[src/verilog/fcs_pkg.sv]
// Constants for the host-side flash command sequencer.
// Assumes a parallel NOR flash on pins, strobes active low, 125 MHz clock.
package fcs_pkg;
    localparam int ADDR_W = 20;
    localparam int DATA_W = 16;
    localparam logic [19:0] ADDR_UNLOCK1 = 20'h00555;
    localparam logic [19:0] ADDR_UNLOCK2 = 20'h002aa;
    localparam logic [19:0] ADDR_ID_MAKER = 20'h00000;
    localparam logic [19:0] ADDR_ID_DEVICE = 20'h00001;
    localparam logic [19:0] ADDR_ID_PROT = 20'h00002;
    localparam logic [19:0] ADDR_ANY = 20'h00000;
    localparam logic [7:0] DATA_UNLOCK1 = 8'haa;
    localparam logic [7:0] DATA_UNLOCK2 = 8'h55;
    localparam logic [7:0] CMD_RESET = 8'hf0;
    localparam logic [7:0] CMD_ID = 8'h90;
    localparam logic [7:0] CMD_PROG = 8'ha0;
    localparam logic [7:0] CMD_BYPASS = 8'h20;
    localparam logic [7:0] CMD_BYP_EXIT2 = 8'h00;
    localparam int POLL_BIT = 7;
    localparam int TOGGLE_BIT = 6;
    localparam int TIMEOUT_BIT = 5;
    localparam int PROT_BIT = 0;
    localparam int SECTOR_LSB = 12;
    localparam int CLK_NS = 8;
    localparam int RST_LOW_NS = 500;
    localparam int RST_LOW_CYC = (RST_LOW_NS + CLK_NS - 1) / CLK_NS;
    localparam int READY_WAIT_US = 20;
    localparam int READY_WAIT_CYC = READY_WAIT_US * 1000 / CLK_NS;
    localparam int RST_REC_NS = 50;
    localparam int RST_REC_CYC = (RST_REC_NS + CLK_NS - 1) / CLK_NS;
    localparam int STROBE_CYC = 4;
    localparam int READ_CYC = 16;
    localparam int CNT_W = 16;
    typedef enum logic [2:0] {
        FCS_OP_READ,
        FCS_OP_PROGRAM,
        FCS_OP_ID_READ,
        FCS_OP_RESET_CMD,
        FCS_OP_BYP_ENTER,
        FCS_OP_BYP_EXIT,
        FCS_OP_HW_RESET
    } fcs_op_t;
endpackage

[src/verilog/fcs_host.sv]
// Host controller driving a NOR flash through its pins.
// Assumes one user op at a time via i_req/o_ack and a word-mode part.
module fcs_host #(
    parameter int READY_WAIT = fcs_pkg::READY_WAIT_CYC
) (
    // Clock and reset
    input  wire logic                      i_clk,
    input  wire logic                      i_rst_b,
    // User side
    input  wire logic                      i_req,
    input  wire logic [2:0]                i_op,
    input  wire logic [fcs_pkg::ADDR_W-1:0] i_addr,
    input  wire logic [fcs_pkg::DATA_W-1:0] i_wdata,
    output logic                           o_ack,
    output logic                           o_busy,
    output logic [fcs_pkg::DATA_W-1:0]     o_rdata,
    output logic                           o_err,
    output logic                           o_bypass,
    // Flash pins
    output logic [fcs_pkg::ADDR_W-1:0]     o_fl_addr,
    output logic                           o_fl_ce_b,
    output logic                           o_fl_we_b,
    output logic                           o_fl_oe_b,
    output logic                           o_fl_reset_b,
    output logic [fcs_pkg::DATA_W-1:0]     o_fl_dq,
    output logic                           o_fl_dq_oe_b,
    input  wire logic [fcs_pkg::DATA_W-1:0] i_fl_dq,
    input  wire logic                      i_ready_busy_out
);
    typedef enum {
        FCS_IDLE, FCS_WR, FCS_RD, FCS_POLL, FCS_RSTLOW, FCS_RSTWAIT,
        FCS_RSTREC, FCS_DONE
    } fcs_state_t;
    ////////////////////////////////////////////////////////////////////////
    // Pin input synchronisers: second and third stage must agree
    logic [fcs_pkg::DATA_W-1:0] dq_s1, dq_s2, dq_s3, dq_q;
    logic rb_s1, rb_s2, rb_s3, rb_q;
    always_ff @(posedge i_clk or negedge i_rst_b) begin
        if (!i_rst_b) begin
            dq_s1 <= '0;
            dq_s2 <= '0;
            dq_s3 <= '0;
            dq_q <= '0;
            rb_s1 <= 1'b0;
            rb_s2 <= 1'b0;
            rb_s3 <= 1'b0;
            rb_q <= 1'b0;
        end else begin
            dq_s1 <= i_fl_dq;
            dq_s2 <= dq_s1;
            dq_s3 <= dq_s2;
            if (dq_s2 == dq_s3) dq_q <= dq_s3;
            rb_s1 <= i_ready_busy_out;
            rb_s2 <= rb_s1;
            rb_s3 <= rb_s2;
            if (rb_s2 == rb_s3) rb_q <= rb_s3;
        end
    end
    ////////////////////////////////////////////////////////////////////////
    // Sequencer
    fcs_state_t state;
    logic [2:0] step, nsteps;
    logic [fcs_pkg::CNT_W-1:0] cnt;
    logic [fcs_pkg::ADDR_W-1:0] addr_q;
    logic [fcs_pkg::DATA_W-1:0] data_q, last_dq;
    logic [2:0] op_q;
    logic first_poll;
    logic [fcs_pkg::ADDR_W-1:0] cyc_addr;
    logic [fcs_pkg::DATA_W-1:0] cyc_data;
    localparam logic [fcs_pkg::CNT_W-1:0] STROBE_END =
        fcs_pkg::CNT_W'(fcs_pkg::STROBE_CYC);
    localparam logic [fcs_pkg::CNT_W-1:0] READ_END =
        fcs_pkg::CNT_W'(fcs_pkg::READ_CYC);
    // Cycle table per op; command cycles carry an 8-bit code only
    always_comb begin
        cyc_addr = fcs_pkg::ADDR_ANY;
        cyc_data = '0;
        nsteps = 3'd0;
        case (op_q)
            fcs_pkg::FCS_OP_PROGRAM: begin
                if (o_bypass) begin
                    nsteps = 3'd2;
                    cyc_data = (step == 3'd0) ? {8'h00, fcs_pkg::CMD_PROG}
                                              : data_q;
                    cyc_addr = (step == 3'd0) ? fcs_pkg::ADDR_ANY : addr_q;
                end else begin
                    nsteps = 3'd4;
                    case (step)
                        3'd0: begin
                            cyc_addr = fcs_pkg::ADDR_UNLOCK1;
                            cyc_data = {8'h00, fcs_pkg::DATA_UNLOCK1};
                        end
                        3'd1: begin
                            cyc_addr = fcs_pkg::ADDR_UNLOCK2;
                            cyc_data = {8'h00, fcs_pkg::DATA_UNLOCK2};
                        end
                        3'd2: begin
                            cyc_addr = fcs_pkg::ADDR_UNLOCK1;
                            cyc_data = {8'h00, fcs_pkg::CMD_PROG};
                        end
                        default: begin
                            cyc_addr = addr_q;
                            cyc_data = data_q;
                        end
                    endcase
                end
            end
            fcs_pkg::FCS_OP_ID_READ, fcs_pkg::FCS_OP_BYP_ENTER: begin
                nsteps = 3'd3;
                case (step)
                    3'd0: begin
                        cyc_addr = fcs_pkg::ADDR_UNLOCK1;
                        cyc_data = {8'h00, fcs_pkg::DATA_UNLOCK1};
                    end
                    3'd1: begin
                        cyc_addr = fcs_pkg::ADDR_UNLOCK2;
                        cyc_data = {8'h00, fcs_pkg::DATA_UNLOCK2};
                    end
                    default: begin
                        cyc_addr = fcs_pkg::ADDR_UNLOCK1;
                        cyc_data = {8'h00,
                            (op_q == fcs_pkg::FCS_OP_ID_READ)
                            ? fcs_pkg::CMD_ID : fcs_pkg::CMD_BYPASS};
                    end
                endcase
            end
            fcs_pkg::FCS_OP_BYP_EXIT: begin
                nsteps = 3'd2;
                cyc_data = {8'h00, (step == 3'd0) ? fcs_pkg::CMD_ID
                                                 : fcs_pkg::CMD_BYP_EXIT2};
            end
            fcs_pkg::FCS_OP_RESET_CMD: begin
                nsteps = 3'd1;
                cyc_data = {8'h00, fcs_pkg::CMD_RESET};
            end
            default: ;
        endcase
    end
    // Only read, program, bypass exit and hardware reset are legal in bypass; others refused
    always_ff @(posedge i_clk or negedge i_rst_b) begin
        if (!i_rst_b) begin
            state <= FCS_IDLE;
            step <= 3'd0;
            cnt <= '0;
            addr_q <= '0;
            data_q <= '0;
            last_dq <= '0;
            op_q <= 3'd0;
            first_poll <= 1'b0;
            o_ack <= 1'b0;
            o_busy <= 1'b0;
            o_rdata <= '0;
            o_err <= 1'b0;
            o_bypass <= 1'b0;
            o_fl_addr <= '0;
            o_fl_ce_b <= 1'b1;
            o_fl_we_b <= 1'b1;
            o_fl_oe_b <= 1'b1;
            o_fl_reset_b <= 1'b1;
            o_fl_dq <= '0;
            o_fl_dq_oe_b <= 1'b1;
        end else begin
            o_ack <= 1'b0;
            case (state)
                FCS_IDLE: begin
                    if (i_req) begin
                        op_q <= i_op;
                        addr_q <= i_addr;
                        data_q <= i_wdata;
                        step <= 3'd0;
                        cnt <= '0;
                        o_busy <= 1'b1;
                        o_err <= 1'b0;
                        if (i_op == fcs_pkg::FCS_OP_HW_RESET) begin
                            state <= FCS_RSTLOW;
                            o_fl_reset_b <= 1'b0;
                        end else if (i_op == fcs_pkg::FCS_OP_READ) begin
                            state <= FCS_RD;
                        end else if (i_op == fcs_pkg::FCS_OP_PROGRAM ||
                                     i_op == fcs_pkg::FCS_OP_BYP_EXIT ||
                                     !o_bypass) begin
                            state <= FCS_WR;
                        end else begin
                            o_err <= 1'b1;
                            state <= FCS_DONE;
                        end
                    end
                end
                FCS_WR: begin
                    // Ce and we fall together, address set before
                    cnt <= cnt + 1'b1;
                    if (cnt == '0) begin
                        o_fl_addr <= cyc_addr;
                        o_fl_dq <= cyc_data;
                        o_fl_dq_oe_b <= 1'b0;
                    end else if (cnt == 16'd1) begin
                        o_fl_ce_b <= 1'b0;
                        o_fl_we_b <= 1'b0;
                    end else if (cnt == STROBE_END) begin
                        o_fl_ce_b <= 1'b1;
                        o_fl_we_b <= 1'b1;
                    end else if (cnt > STROBE_END) begin
                        o_fl_dq_oe_b <= 1'b1;
                        cnt <= '0;
                        if (step == nsteps - 3'd1) begin
                            step <= 3'd0;
                            if (op_q == fcs_pkg::FCS_OP_PROGRAM) begin
                                state <= FCS_POLL;
                                first_poll <= 1'b1;
                            end else begin
                                if (op_q == fcs_pkg::FCS_OP_BYP_ENTER)
                                    o_bypass <= 1'b1;
                                if (op_q == fcs_pkg::FCS_OP_BYP_EXIT)
                                    o_bypass <= 1'b0;
                                state <= FCS_DONE;
                            end
                        end else begin
                            step <= step + 3'd1;
                        end
                    end
                end
                FCS_RD, FCS_POLL: begin
                    // Sample held long enough for the synchroniser
                    cnt <= cnt + 1'b1;
                    if (cnt == '0) begin
                        o_fl_addr <= addr_q;
                        o_fl_ce_b <= 1'b0;
                        o_fl_oe_b <= 1'b0;
                    end else if (cnt == READ_END) begin
                        o_fl_ce_b <= 1'b1;
                        o_fl_oe_b <= 1'b1;
                        cnt <= '0;
                        last_dq <= dq_q;
                        first_poll <= 1'b0;
                        if (state == FCS_RD) begin
                            o_rdata <= dq_q;
                            state <= FCS_DONE;
                        // Poll match, toggle stopped, or ready
                        end else if (!first_poll &&
                                (dq_q[fcs_pkg::POLL_BIT] ==
                                 data_q[fcs_pkg::POLL_BIT] ||
                                 dq_q[fcs_pkg::TOGGLE_BIT] ==
                                 last_dq[fcs_pkg::TOGGLE_BIT] || rb_q)) begin
                            o_rdata <= dq_q;
                            state <= FCS_DONE;
                        end else if (!first_poll &&
                                     dq_q[fcs_pkg::TIMEOUT_BIT]) begin
                            // Timed out; user must issue a reset command
                            o_rdata <= dq_q;
                            o_err <= 1'b1;
                            state <= FCS_DONE;
                        end
                    end
                end
                FCS_RSTLOW: begin
                    cnt <= cnt + 1'b1;
                    if (cnt >= fcs_pkg::CNT_W'(fcs_pkg::RST_LOW_CYC)) begin
                        cnt <= '0;
                        state <= FCS_RSTWAIT;
                    end
                end
                FCS_RSTWAIT: begin
                    // Holding reset low covers the internal reset
                    cnt <= cnt + 1'b1;
                    if (cnt >= fcs_pkg::CNT_W'(READY_WAIT)) begin
                        cnt <= '0;
                        o_fl_reset_b <= 1'b1;
                        o_bypass <= 1'b0;
                        state <= FCS_RSTREC;
                    end
                end
                FCS_RSTREC: begin
                    cnt <= cnt + 1'b1;
                    if (cnt >= fcs_pkg::CNT_W'(fcs_pkg::RST_REC_CYC)) begin
                        cnt <= '0;
                        state <= FCS_DONE;
                    end
                end
                FCS_DONE: begin
                    o_ack <= 1'b1;
                    o_busy <= 1'b0;
                    state <= FCS_IDLE;
                end
                default: state <= FCS_IDLE;
            endcase
        end
    end
endmodule

[config.mk]
export PLATFORM = sky130hd
export DESIGN_NAME = fcs_host
export DESIGN_NICKNAME = d
export VERILOG_FILES = /design/src/verilog/fcs_pkg.sv /design/src/verilog/fcs_host.sv
export SDC_FILE = /design/constraint.sdc
export NUM_CORES = 1
export LEC_CHECK = 0
export ABC_AREA = 1
export BUFFER_PORTS_ARGS = -buffer_cell sky130_fd_sc_hd__clkbuf_2
export CAP_MARGIN = 5
export CORE_MARGIN = 8
export CORE_UTILIZATION = 55
export CTS_BUF_LIST = sky130_fd_sc_hd__clkbuf_16
export CTS_CLUSTER_DIAMETER = 200
export DETAILED_ROUTE_END_ITERATION = 8
export PLACE_DENSITY = 0.77
export SYNTH_ARGS = -nofsm -noshare
export SYNTH_HDL_FRONTEND = slang
export SYNTH_SLANG_ARGS = --single-unit
[constraint.sdc]
create_clock -name i_clk -period 3.1 [get_ports i_clk]
set_input_delay 0.31 -clock i_clk [delete_from_list [all_inputs] [get_ports i_clk]]
set_output_delay 0.31 -clock i_clk [all_outputs]
set_load 0.005 [all_outputs]
Word level (Yosys, flattened, before mapping)

Cells that the tools add are included.

Register bits after elaboration: 227
Bits of input ports: 59
Output and inout bits: 61

Add/subtract/negate cells: 3
Magnitude comparators: 4
Eq/ne operators: 51
Multiplexer cells: 103
Bitwise logic cells: 1
Reductions and logical operators: 43

Operators by type and width:

| kind                                                                 | number |
|---|---|
| 2-to-1 mux 32 bit                                                    | 14 |
| 2-to-1 mux 16 bit                                                    | 15 |
| case mux 32 bit (6 select lines)                                     | 1 |
| equality test 32 x 3 -> 1 bit (second input constant)                | 5 |
| case mux 20 bit (2 select lines)                                     | 3 |
| case mux 16 bit (6 select lines)                                     | 1 |
| 2-to-1 mux 20 bit                                                    | 4 |
| equality test 32 x 2 -> 1 bit (second input constant)                | 2 |
| case mux 16 bit (4 select lines)                                     | 1 |
| case mux 16 bit (3 select lines)                                     | 1 |
| 2-to-1 mux 1 bit                                                     | 40 |
| inequality test 2 bit (second input constant)                        | 19 |
| 2-to-1 mux 3 bit                                                     | 11 |
| equality test 32 x 1 -> 1 bit (second input constant)                | 1 |
| zero test 32 bit                                                     | 1 |
| AND reduction 9 bit                                                  | 2 |
| nonzero test 2 bit                                                   | 9 |
| adder 16 x 1 -> 16 bit (second input constant)                       | 1 |
| equality test 16 x 1 -> 1 bit (second input constant)                | 1 |
| equality test 16 bit                                                 | 1 |
| equality test 16 x 3 -> 1 bit (second input constant)                | 1 |
| equality test 16 x 5 -> 1 bit (second input constant)                | 1 |
| greater-or-equal comparator 16 x 12 -> 1 bit (second input constant) | 1 |
| greater-or-equal comparator 16 x 3 -> 1 bit (second input constant)  | 1 |
| other kinds (33)                                                     | 68 |

Longest topological paths before layout

Gate-level depths: netlist of run 1.

Depth after elaboration: 11
Mapped depth: 18

Least setup slack after synthesis of run 1

OpenSTA, ideal clock, no wires.

Path kind: register to register
Start: register op_q[1]
End: register state[0]
Library setup time: 0.117 ns
Arrival time: 1.889 ns
Required time: 2.983 ns
Slack: 1.094 ns
Stages on the path, launching flop included: 18
Buffers on the path: 0
Period minus slack after synthesis: 2.006 ns
Cell sequence: dfrtp_1 > inv_1 > nand2_1 > nor2_2 > nand2_1 > inv_1 > nor3_1 > ha_1 > inv_1 > nand2_1 > nand2_1 > nand3_1 > nand2_1 > nand3_1 > o21bai_4 > nand3_2 > nand2_1 > nand2_1

Word-level cells in the longest chain between the ends: 7

RTL lines:

| item                                                                | line            | text |
|---|---|---|
| from (decl)                                                         | fcs_host.sv:66  | `logic [2:0] op_q;` |
| from (signal assigned)                                              | fcs_host.sv:167 | `op_q <= i_op;` |
| equality test 3 x 2 -> 1 bit or equality test 3 bit (tied branches) | fcs_host.sv:79  | `case (op_q)` |
| OR reduction 2 bit                                                  | fcs_host.sv:79  |  |
| case mux 3 bit (4 select lines) *                                   | fcs_host.sv:79  |  |
| subtractor 3 x 1 -> 3 bit *                                         | fcs_host.sv:205 | `if (step == nsteps - 3'd1) begin` |
| equality test 3 bit *                                               | fcs_host.sv:205 |  |
| inequality test 2 bit (no source line) *                            | -               |  |
| AND reduction 12 bit (no source line) *                             | -               |  |
| to (signal assigned)                                                | fcs_host.sv:208 | `state <= FCS_POLL;` |
| to (signal assigned)                                                | fcs_host.sv:215 | `state <= FCS_DONE;` |
| to (signal assigned)                                                | fcs_host.sv:237 | `state <= FCS_DONE;` |
| to (decl)                                                           | fcs_host.sv:61  | `fcs_state_t state;` |

Every way passes the cells marked *; elsewhere a longest branch is shown, timed or not.
A chain may end at the register's enable or synchronous reset.

Worst setup path after layout of run 1

Same ends and word-level chain as after synthesis.

==> results of run 1 <==
-- per-layer routing --
| layer | global-route usage, % | share of wire (%) | routed length [microns] | vias to the layer above |
|---|---|---|---|---|
| met2 | 36.4 | 49 | 10500 | 219 |
| met3 | 4.55 | 5.9 | 1270 | 30 |
| li1 | - | - | - | 3401 |
| met1 | 27.1 | 44 | 9390 | 3338 |
| met5 | 0 | 0 | 0 | - |
| met4 | 8.08 | 2.0 | 422 | 0 |
-- cells in the mapped netlist, drive strengths merged --
library cell / instances
nand4: 21
o211ai: 12
nor3b: 1
a22oi: 1
xor2: 11
o21ai: 69
and2: 1
o21bai: 1
or2: 3
nand3b: 2
a21boi: 11
o2111ai: 2
nor4: 2
a2bb2oi: 1
inv: 102
nand2: 241
buf: 28
a211oi: 1
dfstp: 5
xnor2: 15
nand3: 73
dfrtp: 187
nor2: 78
nor3: 6
clkbuf: 1
ha: 8
mux2: 27
maj3: 1
o21a: 17
a21oi: 34
-- power by group --
group / switching (mW) / internal (mW) / total, mW / leakage (nW)
clock network: 1.06 / 1.23 / 2.29 / 0.299
registers: 0.432 / 3.10 / 3.53 / 2.39
logic: 2.05 / 1.20 / 3.25 / 2.70
total: 3.54 / 5.53 / 9.07 / 5.39
-- kinds of logic (layout without fill, tap and decap cells) --
kind of cell	count (synthesis)	count (layout)	share of synthesized area, %
simple gates	428	428	21.9
fa+ha+maj	9	9	1.22
flops	192	192	53.5
compound gates	149	149	10.8
xor+xnor	26	26	2.53
mux	27	27	3.38
buf+inv	131	279	6.70
-- critical path: cells and delay by family (launching register included) --
family	cells	cell delay, ps
and+or+nand+nor	12	1100
AOI/OAI and AO/OA	1	200
adders and majority gates	1	190
buffers and inverters	3	330
DFF	1	410
-- state kept, by name, summed over array words and instances (netlist names), 3 cells and up --
register   cells
addr_q        20
cnt           16
data_q        16
dq_q          16
dq_s1         16
dq_s2         16
dq_s3         16
o_fl_addr     20
o_fl_dq       16
o_rdata       16
op_q           3
state          3
step           3
-- area by class of cell --
type                            instances  area, sq um  share of cell area [%]
Clock inverter                         15          195                    1.85
Tap cell                              216          270                    2.56
Inverter                              102          385                    3.66
Timing Repair Buffer                  145          870                    8.25
Sequential cell                       192         4810                    45.7
Multi-Input combinational cell        639         3580                    34.0
Clock buffer                           17          425                    4.04
-- through the flow --
step	util, %	worst slack (ps)	hold WS [ps]	instance area, sq um
finish	66.1	770	73.5	10500
global route	66.1	518	82.6	10500
CTS	66.1	784	66.2	10500
detailed placement	61.1	792	308	9740
global placement	61.1	887	310	9740
floorplan	-	1090	14.4	8990
-- how the worst max path moves through the flow --
stage / start / end / slack (ps) / depth (start not counted)
2_1_floorplan: op_q[1] / state[0] / 1090 / 17
3_3_place_gp: op_q[1] / first_poll / 890 / 16
3_5_place_dp: op_q[1] / state[0] / 790 / 17
4_1_cts: op_q[1] / state[0] / 780 / 17
5_1_grt: op_q[1] / state[0] / 520 / 17
6_report: op_q[1] / state[0] / 770 / 17
-- repair_timing --
action | in CTS | in global routing
gates resized for setup | 0 | 0
hold endpoints to repair | 73 | 0
hold buffers | 18 | 0
buffers inserted | 0 | 0
==> impl_metrics.py, run 1 <==
metrics = {
    "run_status": {
        "outcome": "finished, final reports clean",
    },
    "critical_path": {
        "start_kind": "flip-flop",
        "rr_worst_depth": 17,
        "r2r_end": "state[0]",
        "crit_type": "flip-flop to flip-flop",
        "r2r_slack_ps": 770,
        "crit_top_cell": "nand2_1",
        "critical_path_peak_fanout": 7,
        "critPathMaxStageDelay_ps": 410,
        "timing.rr.start": "op_q[1]",
        "arrival_ps": 2660,
        "crit_path_end_kind": "flip-flop",
        "crit_chain": "inv_1, nand2_1, nor2_2, nand2_1, inv_1, nor3_1, ha_1, inv_1, nand2_1, nand2_1, nand3_1, nand2_1, nand3_1, o21bai_4, nand3_2, nand2_1, nand2_1",
        "slowest_stage": "dfrtp_1",
        "crit_required_ps": 3430,
    },
    "global_route": {
        "grt.overflow.total": 0,
        "grt_max_degree": 66,
        "grt_pass1_vias": 7177,
        "globalRouteTotalUtil_pct": 21.7,
        "antenna_found_initial": 0,
        "grt_pass1_wl_mm": 35.4,
    },
    "floorplanning": {
        "die-width_microns": 144,
        "core_sq_um": 15900,
        "initial_utilization_pct": 56.4,
        "rows": 46,
        "die_h_microns": 144,
        "fp.dieArea_sq_um": 20700,
        "io_pins": 120,
    },
    "clocking": {
        "insertion_delay_ps": 440,
        "cts-root-buf": "clkbuf_16",
        "cts_tree": "yes",
        "clockBufferDepth": 2,
        "path_clk_slew_ps": 80,
        "cts_buffers": 17,
        "htreeDepth": 4,
        "clock_sinks": 192,
    },
    "timing": {
        "maxSlewViolCount": 0,
        "slew_headroom_pct": 35.8,
        "timing.final.hold_violations": 0,
        "fin_skew_ps": 10.1,
        "worstMarginPinSlew_ps": 959,
        "fin_crit_sh_pct": 75.2,
        "fin_crit_ps": 2330,
        "setup_viol": 0,
        "tns_ps": 0,
        "max_clock_freq_mhz": 429,
        "rsz0062_at_grt": "false",
    },
    "cells_and_area": {
        "area_delta_synth_final_pct": 17.2,
        "final_common_cell": "nand2_1",
        "layout_common_cells": "nand2_1, dfrtp_1, clkbuf_2",
        "drive_gt1_share_pct": 21.9,
        "nNetsFinal": 1164,
        "fillers": 1251,
        "stdcell_count": 1326,
        "antenna_cells": 0,
    },
    "job": {
        "maxCapViolations": 0,
    },
    "synthesis": {
        "yosys_register_bits": 192,
        "synth_top_area_share_pct": 52.0,
        "synth_area_leaders": "dfrtp_1, nand2_1, inv_1",
        "synth_area_per_cell_sq_um": 9.35,
        "synth_fp_nets": 1029,
        "synth-seq-area-share_pct": 53.5,
        "synth_cells": 962,
        "yosys.area.top_type": "dfrtp_1",
        "synth_warnings": 0,
        "synth.distinct_cells": 50,
        "synth_area_sq_um": 8990,
    },
    "place": {
        "gp_congestion": 0.912,
        "post-place-cells": 1276,
        "io_buffers": 119,
        "dpl.hpwl_mm": 14.9,
    },
    "worst_hold_path": {
        "worstHoldPathCells": 2,
        "hold_class": "input port to flip-flop",
        "hold_start": "i_wdata[14]",
        "min_to": "data_q[14]",
    },
    "route": {
        "drc": 0,
        "vias_per_cell": 5.27,
        "drtIter0Drc": 457,
        "wire_per_inst_microns": 16.3,
        "wirelength_mm": 21.6,
        "dr.pass1.iters": 5,
        "num_vias": 6988,
        "antenna_left": 0,
    },
    "pwr": {
        "power_mw": 9.07,
        "p_leak_nw": 5.39,
        "vdd_drop_max_mv": 0.572,
        "powerDensity_nw_per_um2": 860,
    },
}
Power figures use the tool's default switching activity.
==> run 2: changes to the inputs <==
--- a/config.mk
+++ b/config.mk
@@ -5,7 +5,7 @@
 export SDC_FILE = /design/constraint.sdc
 export NUM_CORES = 1
 export LEC_CHECK = 0
-export ABC_AREA = 1
+export ABC_AREA = 0
 export BUFFER_PORTS_ARGS = -buffer_cell sky130_fd_sc_hd__clkbuf_2
 export CAP_MARGIN = 5
 export CORE_MARGIN = 8
==> constraint.sdc (replaced) <==
create_clock -name i_clk -period 2.16 [get_ports i_clk]
set_input_delay 0.216 -clock i_clk [delete_from_list [all_inputs] [get_ports i_clk]]
set_output_delay 0.216 -clock i_clk [all_outputs]
set_load 0.005 [all_outputs]
==> run 2 against run 1 <==
Net effect: the run now ends with negative setup slack left; register-to-register slack worse by 920 ps; combinational power down 92%; routed wire length up 2.4%.
==> impl_metrics.py, run 2 <==
metrics = {
    "timing": {
        "tns_ps": -2860,
        "finalWorstSetupSlack_ps": -146,
        "slew_headroom_pct": 52.2,
        "fin_crit_sh_pct": 107,
        "timing.final.hold_violations": 0,
        "fin_skew_ps": 7.16,
        "rsz0062_at_grt": "true",
        "max_clock_freq_mhz": 434,
        "worstMarginPinSlew_ps": 715,
        "fin_crit_ps": 2310,
        "setup_viol": 45,
        "maxSlewViolCount": 0,
    },
    "critical_path": {
        "r2r_slack_ps": -150,
        "crit_type": "flip-flop to flip-flop",
        "crit_chain": "or4_4, buf_6, nor4_4, nand3_2, nand3_2, buf_6, nor3_1, o22a_1",
        "start_kind": "flip-flop",
        "arrival_ps": 2630,
        "critPathBufInv": 2,
        "crit_required_ps": 2490,
        "slowest_stage": "or4_4",
        "crit_path_end_kind": "flip-flop",
        "critical_path_peak_fanout": 10,
        "critPathMaxStageDelay_ps": 590,
        "critPathTopFamily": "simple AND/OR/NAND/NOR gates",
    },
    "floorplanning": {
        "die-width_microns": 138,
        "initial_utilization_pct": 56.3,
        "io_pins": 120,
        "rows": 44,
        "core_sq_um": 14500,
        "fp.dieArea_sq_um": 19000,
        "die_h_microns": 138,
    },
    "pwr": {
        "p_leak_nw": 5.34,
        "powerDensity_nw_per_um2": 634,
        "pwr-share-comb_pct": 3.6,
        "seq_power_share_pct": 52.5,
        "swShare_pct": 22.8,
        "p_sw_mw": 1.60,
        "vdd_drop_max_mv": 0.780,
        "intPower_mw": 5.40,
        "clockPowerShare_pct": 43.9,
    },
    "run_status": {
        "outcome": "finished with violations",
        "violations": "negative setup slack",
    },
    "synthesis": {
        "yosys.area.top_type": "dfrtp_1",
        "synth.most_common_cell": "nand2_1",
        "synth_area_sq_um": 8190,
        "synth_fp_nets": 854,
        "synthTopCellsByCount": "nand2_1, dfrtp_1, a21oi_1, o21ai_0, nor2_1",
        "synth_area_per_cell_sq_um": 10.4,
        "synth_top_area_share_pct": 57.2,
        "synth_cells": 787,
        "synth_warnings": 0,
        "synth-seq-area-share_pct": 58.8,
        "synth_area_leaders": "dfrtp_1, nand2_1, mux2_2",
        "async_reset_ff_share_pct": 100,
        "synthFlopType": "dfrtp_1",
        "synth.distinct_cells": 65,
        "yosys_register_bits": 192,
        "synth_edf_count": 0,
    },
    "global_route": {
        "grt_pass1_vias": 6834,
        "antenna_found_initial": 5,
        "grt_max_degree": 55,
        "grt.overflow.total": 0,
        "globalRouteTotalUtil_pct": 22.1,
        "grt_pass1_wl_mm": 34.6,
    },
    "clocking": {
        "clock_sinks": 192,
        "htreeDepth": 4,
        "clockBufferDepth": 2,
        "cts_tree": "yes",
        "path_clk_slew_ps": 70,
        "cts_buffers": 17,
        "insertion_delay_ps": 440,
        "cts-root-buf": "clkbuf_16",
    },
    "cells_and_area": {
        "nNetsFinal": 1082,
        "area_delta_synth_final_pct": 34.9,
        "drive_gt1_share_pct": 31.9,
        "final_common_cell": "nand2_1",
        "layout_common_cells": "nand2_1, dfrtp_1, clkbuf_2",
        "largestRegisters": "addr_q: 20 flops, o_fl_addr: 20 flops",
        "final_area_sq_um": 11000,
    },
    "route": {
        "num_vias": 6932,
        "drtIter0Drc": 650,
        "drc": 0,
        "wirelength_mm": 22.1,
        "antenna_left": 0,
        "wire_per_inst_microns": 18.2,
        "dr.pass1.iters": 5,
        "vias_per_cell": 5.70,
    },
    "place": {
        "gp_congestion": 0.854,
        "placed_cell_area_sq_um": 9400,
        "io_buffers": 119,
        "dpl.hpwl_mm": 13.8,
    },
    "worst_hold_path": {
        "hold_class": "input port to flip-flop",
    },
    "job": {
        "maxCapViolations": 0,
    },
}
[run 2: what timing repair did]
| action | 4_1_cts | 5_1_grt |
|---|---|---|
| setup buffers | 9 | 4 |
| hold buffers | 53 | 0 |
| endpoints found under the hold margin | 100 | 0 |
| pin swaps | 8 | 25 |
| gates cloned | 1 | 0 |
| resized for setup | 30 | 66 |
| setup endpoints to repair | 30 | 71 |
[run 2: per-layer routing]
metal	up-vias	GRT usage (%)	part of all wire, %
met3	63	4.69	5.6
met5	-	0	0
met2	285	35.6	51
met1	3407	27.2	40
li1	3177	-	-
met4	0	11.9	3.2
[run 2: cell families after synthesis]
group | Yosys count | synth area share (%)
adder cells (fa/ha/maj) | 10 | 1.47
AND/OR/NAND/NOR | 320 | 17.9
AO/OA/AOI/OAI | 157 | 12.1
XOR/XNOR | 24 | 2.57
buffers and inverters | 51 | 2.63
flip-flops | 192 | 58.8
multiplexers | 33 | 4.54
[run 2: metrics by stage]
| step | power (mW) | hold WS [ps] | cells | setup slack, ps | util (%) |
|---|---|---|---|---|---|
| floorplan | 3.77 | -79.6 | 787 | -95.6 | - |
| CTS | 7.03 | 6.59 | 1208 | -60.5 | 73.7 |
| global placement | 3.91 | 199 | 1113 | -19.9 | 64.7 |
| global route | 7.23 | 3.70 | 1217 | -188 | 76.0 |
| finish | 7.00 | 28.7 | 1217 | -146 | 76.0 |
| detailed placement | 3.92 | 198 | 1113 | -86.0 | 64.7 |
[run 2: power by group through the flow]
stage,registers [mW],clock network [mW],logic [mW]
2_1_floorplan,3.73,0,0.0306
3_3_place_gp,3.74,0,0.173
3_5_place_dp,3.74,0,0.175
4_1_cts,3.67,3.10,0.253
5_1_grt,3.68,3.27,0.283
6_report,3.67,3.07,0.252
[run 2: worst reg2reg max path: stages (launching register included)]
cell and delay, ps:
dfrtp_1 390, or4_4 590, buf_6 150, nor4_4 300
nand3_2 170, nand3_2 170, buf_6 160, nor3_1 70
o22a_1 200
[run 2: path summary, 6_finish.rpt]
| path | start | to | cells after the start |
|---|---|---|---|
| hold reg to reg | dq_s1[2] | dq_s2[2] | 0 |
| max in group asynchronous | i_rst_b | o_fl_dq_oe_b | 3 |
| setup reg to reg | cnt[13] | state[0] | 8 |
| setup / recovery | cnt[13] | state[0] | 8 |
| min in group asynchronous | i_rst_b | dq_s2[0] | 2 |
| hold / removal | i_wdata[7] | data_q[7] | 3 |
[run 2: area by class of cell]
| class | count | area [sq um] |
|---|---|---|
| clock buffers | 17 | 425 |
| clock inverters | 15 | 149 |
| inverters | 12 | 45.0 |
| fillers | 935 | 3490 |
| well taps | 184 | 230 |
| flip-flops and latches | 192 | 4810 |
| multi-input cells | 544 | 3530 |
| repair buffers | 248 | 1840 |
| diodes | 5 | 12.5 |
==> run 3: changes to the inputs <==
--- a/config.mk
+++ b/config.mk
@@ -14,6 +14,7 @@
 export CTS_CLUSTER_DIAMETER = 200
 export DETAILED_ROUTE_END_ITERATION = 8
 export PLACE_DENSITY = 0.77
+export SKIP_LAST_GASP = 1
 export SYNTH_ARGS = -nofsm -noshare
 export SYNTH_HDL_FRONTEND = slang
 export SYNTH_SLANG_ARGS = --single-unit
==> run 3 against run 2 <==
Net effect: the run still ends with negative setup slack left; hold slack improved by 2.7 ps; utilization decreased by 0.27 points; sequential cell count unchanged; clock-buffer cell count unchanged; power about the same; via count decreased by 1.3%.
==> impl_metrics.py, run 3 (synthesized netlist as in run 2, its figures left out) <==
metrics = {
    "job": {
        "maxCapViolations": 0,
    },
    "floorplanning": {
        "die-width_microns": 138,
        "fp.dieArea_sq_um": 19000,
        "die_h_microns": 138,
        "rows": 44,
        "io_pins": 120,
        "core_sq_um": 14500,
        "initial_utilization_pct": 56.3,
    },
    "timing": {
        "timing.final.hold_violations": 0,
        "worstMarginPinSlew_ps": 631,
        "fin_crit_ps": 2290,
        "setup_viol": 39,
        "maxSlewViolCount": 0,
        "max_clock_freq_mhz": 437,
        "fin_skew_ps": 7.56,
        "finalWorstSetupSlack_ps": -131,
        "rsz0062_at_grt": "true",
        "fin_crit_sh_pct": 106,
        "slew_headroom_pct": 57.9,
    },
    "clocking": {
        "cts_tree": "yes",
        "path_clk_slew_ps": 70,
        "htreeDepth": 4,
        "clock_sinks": 192,
        "clockBufferDepth": 2,
        "cts-root-buf": "clkbuf_16",
        "insertion_delay_ps": 440,
        "cts_buffers": 17,
    },
    "global_route": {
        "grt_pass1_wl_mm": 34.6,
        "grt_max_degree": 55,
        "grt.overflow.total": 0,
        "globalRouteTotalUtil_pct": 22.1,
        "antenna_found_initial": 5,
        "grt_pass1_vias": 6834,
    },
    "place": {
        "post-place-cells": 1113,
        "io_buffers": 119,
        "gp_congestion": 0.854,
        "preCtsSetupSlack_ps": -86.0,
        "dpl.hpwl_mm": 13.8,
    },
    "worst_hold_path": {
        "hold_class": "input port to flip-flop",
    },
    "critical_path": {
        "crit_chain": "or4_4, buf_6, a221oi_4, a22oi_2, buf_4, a21boi_4, or3_1, o211ai_1",
        "crit_type": "flip-flop to flip-flop",
        "slowest_stage": "or4_4",
        "crit_required_ps": 2510,
        "r2r_slack_ps": -130,
        "crit_path_end_kind": "flip-flop",
        "start_kind": "flip-flop",
        "critPathMaxStageDelay_ps": 590,
        "critical_path_peak_fanout": 4,
        "arrival_ps": 2640,
    },
    "run_status": {
        "outcome": "finished with violations",
        "violations": "negative setup slack",
    },
    "pwr": {
        "vdd_drop_max_mv": 0.780,
        "power_mw": 7.00,
        "powerDensity_nw_per_um2": 636,
        "p_leak_nw": 5.34,
    },
    "cells_and_area": {
        "drive_gt1_share_pct": 31.1,
        "final_common_cell": "nand2_1",
        "nNetsFinal": 1082,
        "stdcell_count": 1217,
        "largestRegisters": "addr_q: 20 flops, o_fl_addr: 20 flops",
        "area_delta_synth_final_pct": 34.4,
        "layout_common_cells": "nand2_1, dfrtp_1, clkbuf_2",
        "utilization_pct": 75.7,
    },
    "route": {
        "num_vias": 6844,
        "dr.pass1.iters": 5,
        "vias_per_cell": 5.62,
        "wirelength_mm": 22.0,
        "drc": 0,
        "wire_per_inst_microns": 18.1,
        "antenna_left": 0,
        "drtIter0Drc": 703,
    },
}
==> run 3: path summary, 6_finish.rpt <==
check | endpoint | start | cells after the start
min in group asynchronous | dq_s2[0] | i_rst_b | 2
max in group asynchronous | o_fl_ce_b | i_rst_b | 3
worst max-delay path | cnt[6] | cnt[13] | 8
worst min register to register | dq_s2[6] | dq_s1[6] | 0
worst max register to register | cnt[6] | cnt[13] | 8
worst min-delay path | data_q[7] | i_wdata[7] | 3
==> run 3: layout make-up <==
type / instances / area [sq um]
diodes: 5 / 12.5
clock buffers: 17 / 425
clock inverters: 15 / 149
fillers: 948 / 3530
inverters: 12 / 45.0
multi-input cells: 544 / 3490
flip-flops and latches: 192 / 4810
well taps: 184 / 230
repair buffers: 248 / 1830
==> run 3: timing repair <==
action	4_1_cts	5_1_grt
hold endpoints to repair	100	0
gates resized for setup	28	58
gates cloned	1	0
hold buffers	53	0
setup endpoints to repair	30	72
buffers inserted	9	4
pin swaps	8	25
==> run 3: stage by stage <==
stage	TNS [ps]	hold WS, ps	area, sq um
6_report	-2420	31.5	11000
5_1_grt	-5360	3.70	11000
4_1_cts	-1390	6.59	10700
3_5_place_dp	-1160	198	9400
3_3_place_gp	-236	199	9400
2_1_floorplan	-902	-79.6	8210
==> run 3: per-layer routing <==
| metal | up-vias | global-route usage (%) | routed length [microns] |
|---|---|---|---|
| met4 | 0 | 11.9 | 708 |
| li1 | 3178 | - | - |
| met1 | 3323 | 27.2 | 8750 |
| met5 | - | 0 | 0 |
| met2 | 281 | 35.6 | 11200 |
| met3 | 62 | 4.69 | 1320 |
==> run 3: worst max-delay path, delay by kind of cell (launching register included) <==
kind | cells | cell delay, ps
DFF | 1 | 390
buffers and inverters | 2 | 330
AOI/OAI and AO/OA | 4 | 570
and+or+nand+nor | 2 | 900
==> run 3: power by group <==
group	internal [mW]	total, mW	switching, mW
sequential	3.64	3.67	0.0299
clock	1.63	3.07	1.45
combinational	0.129	0.253	0.123
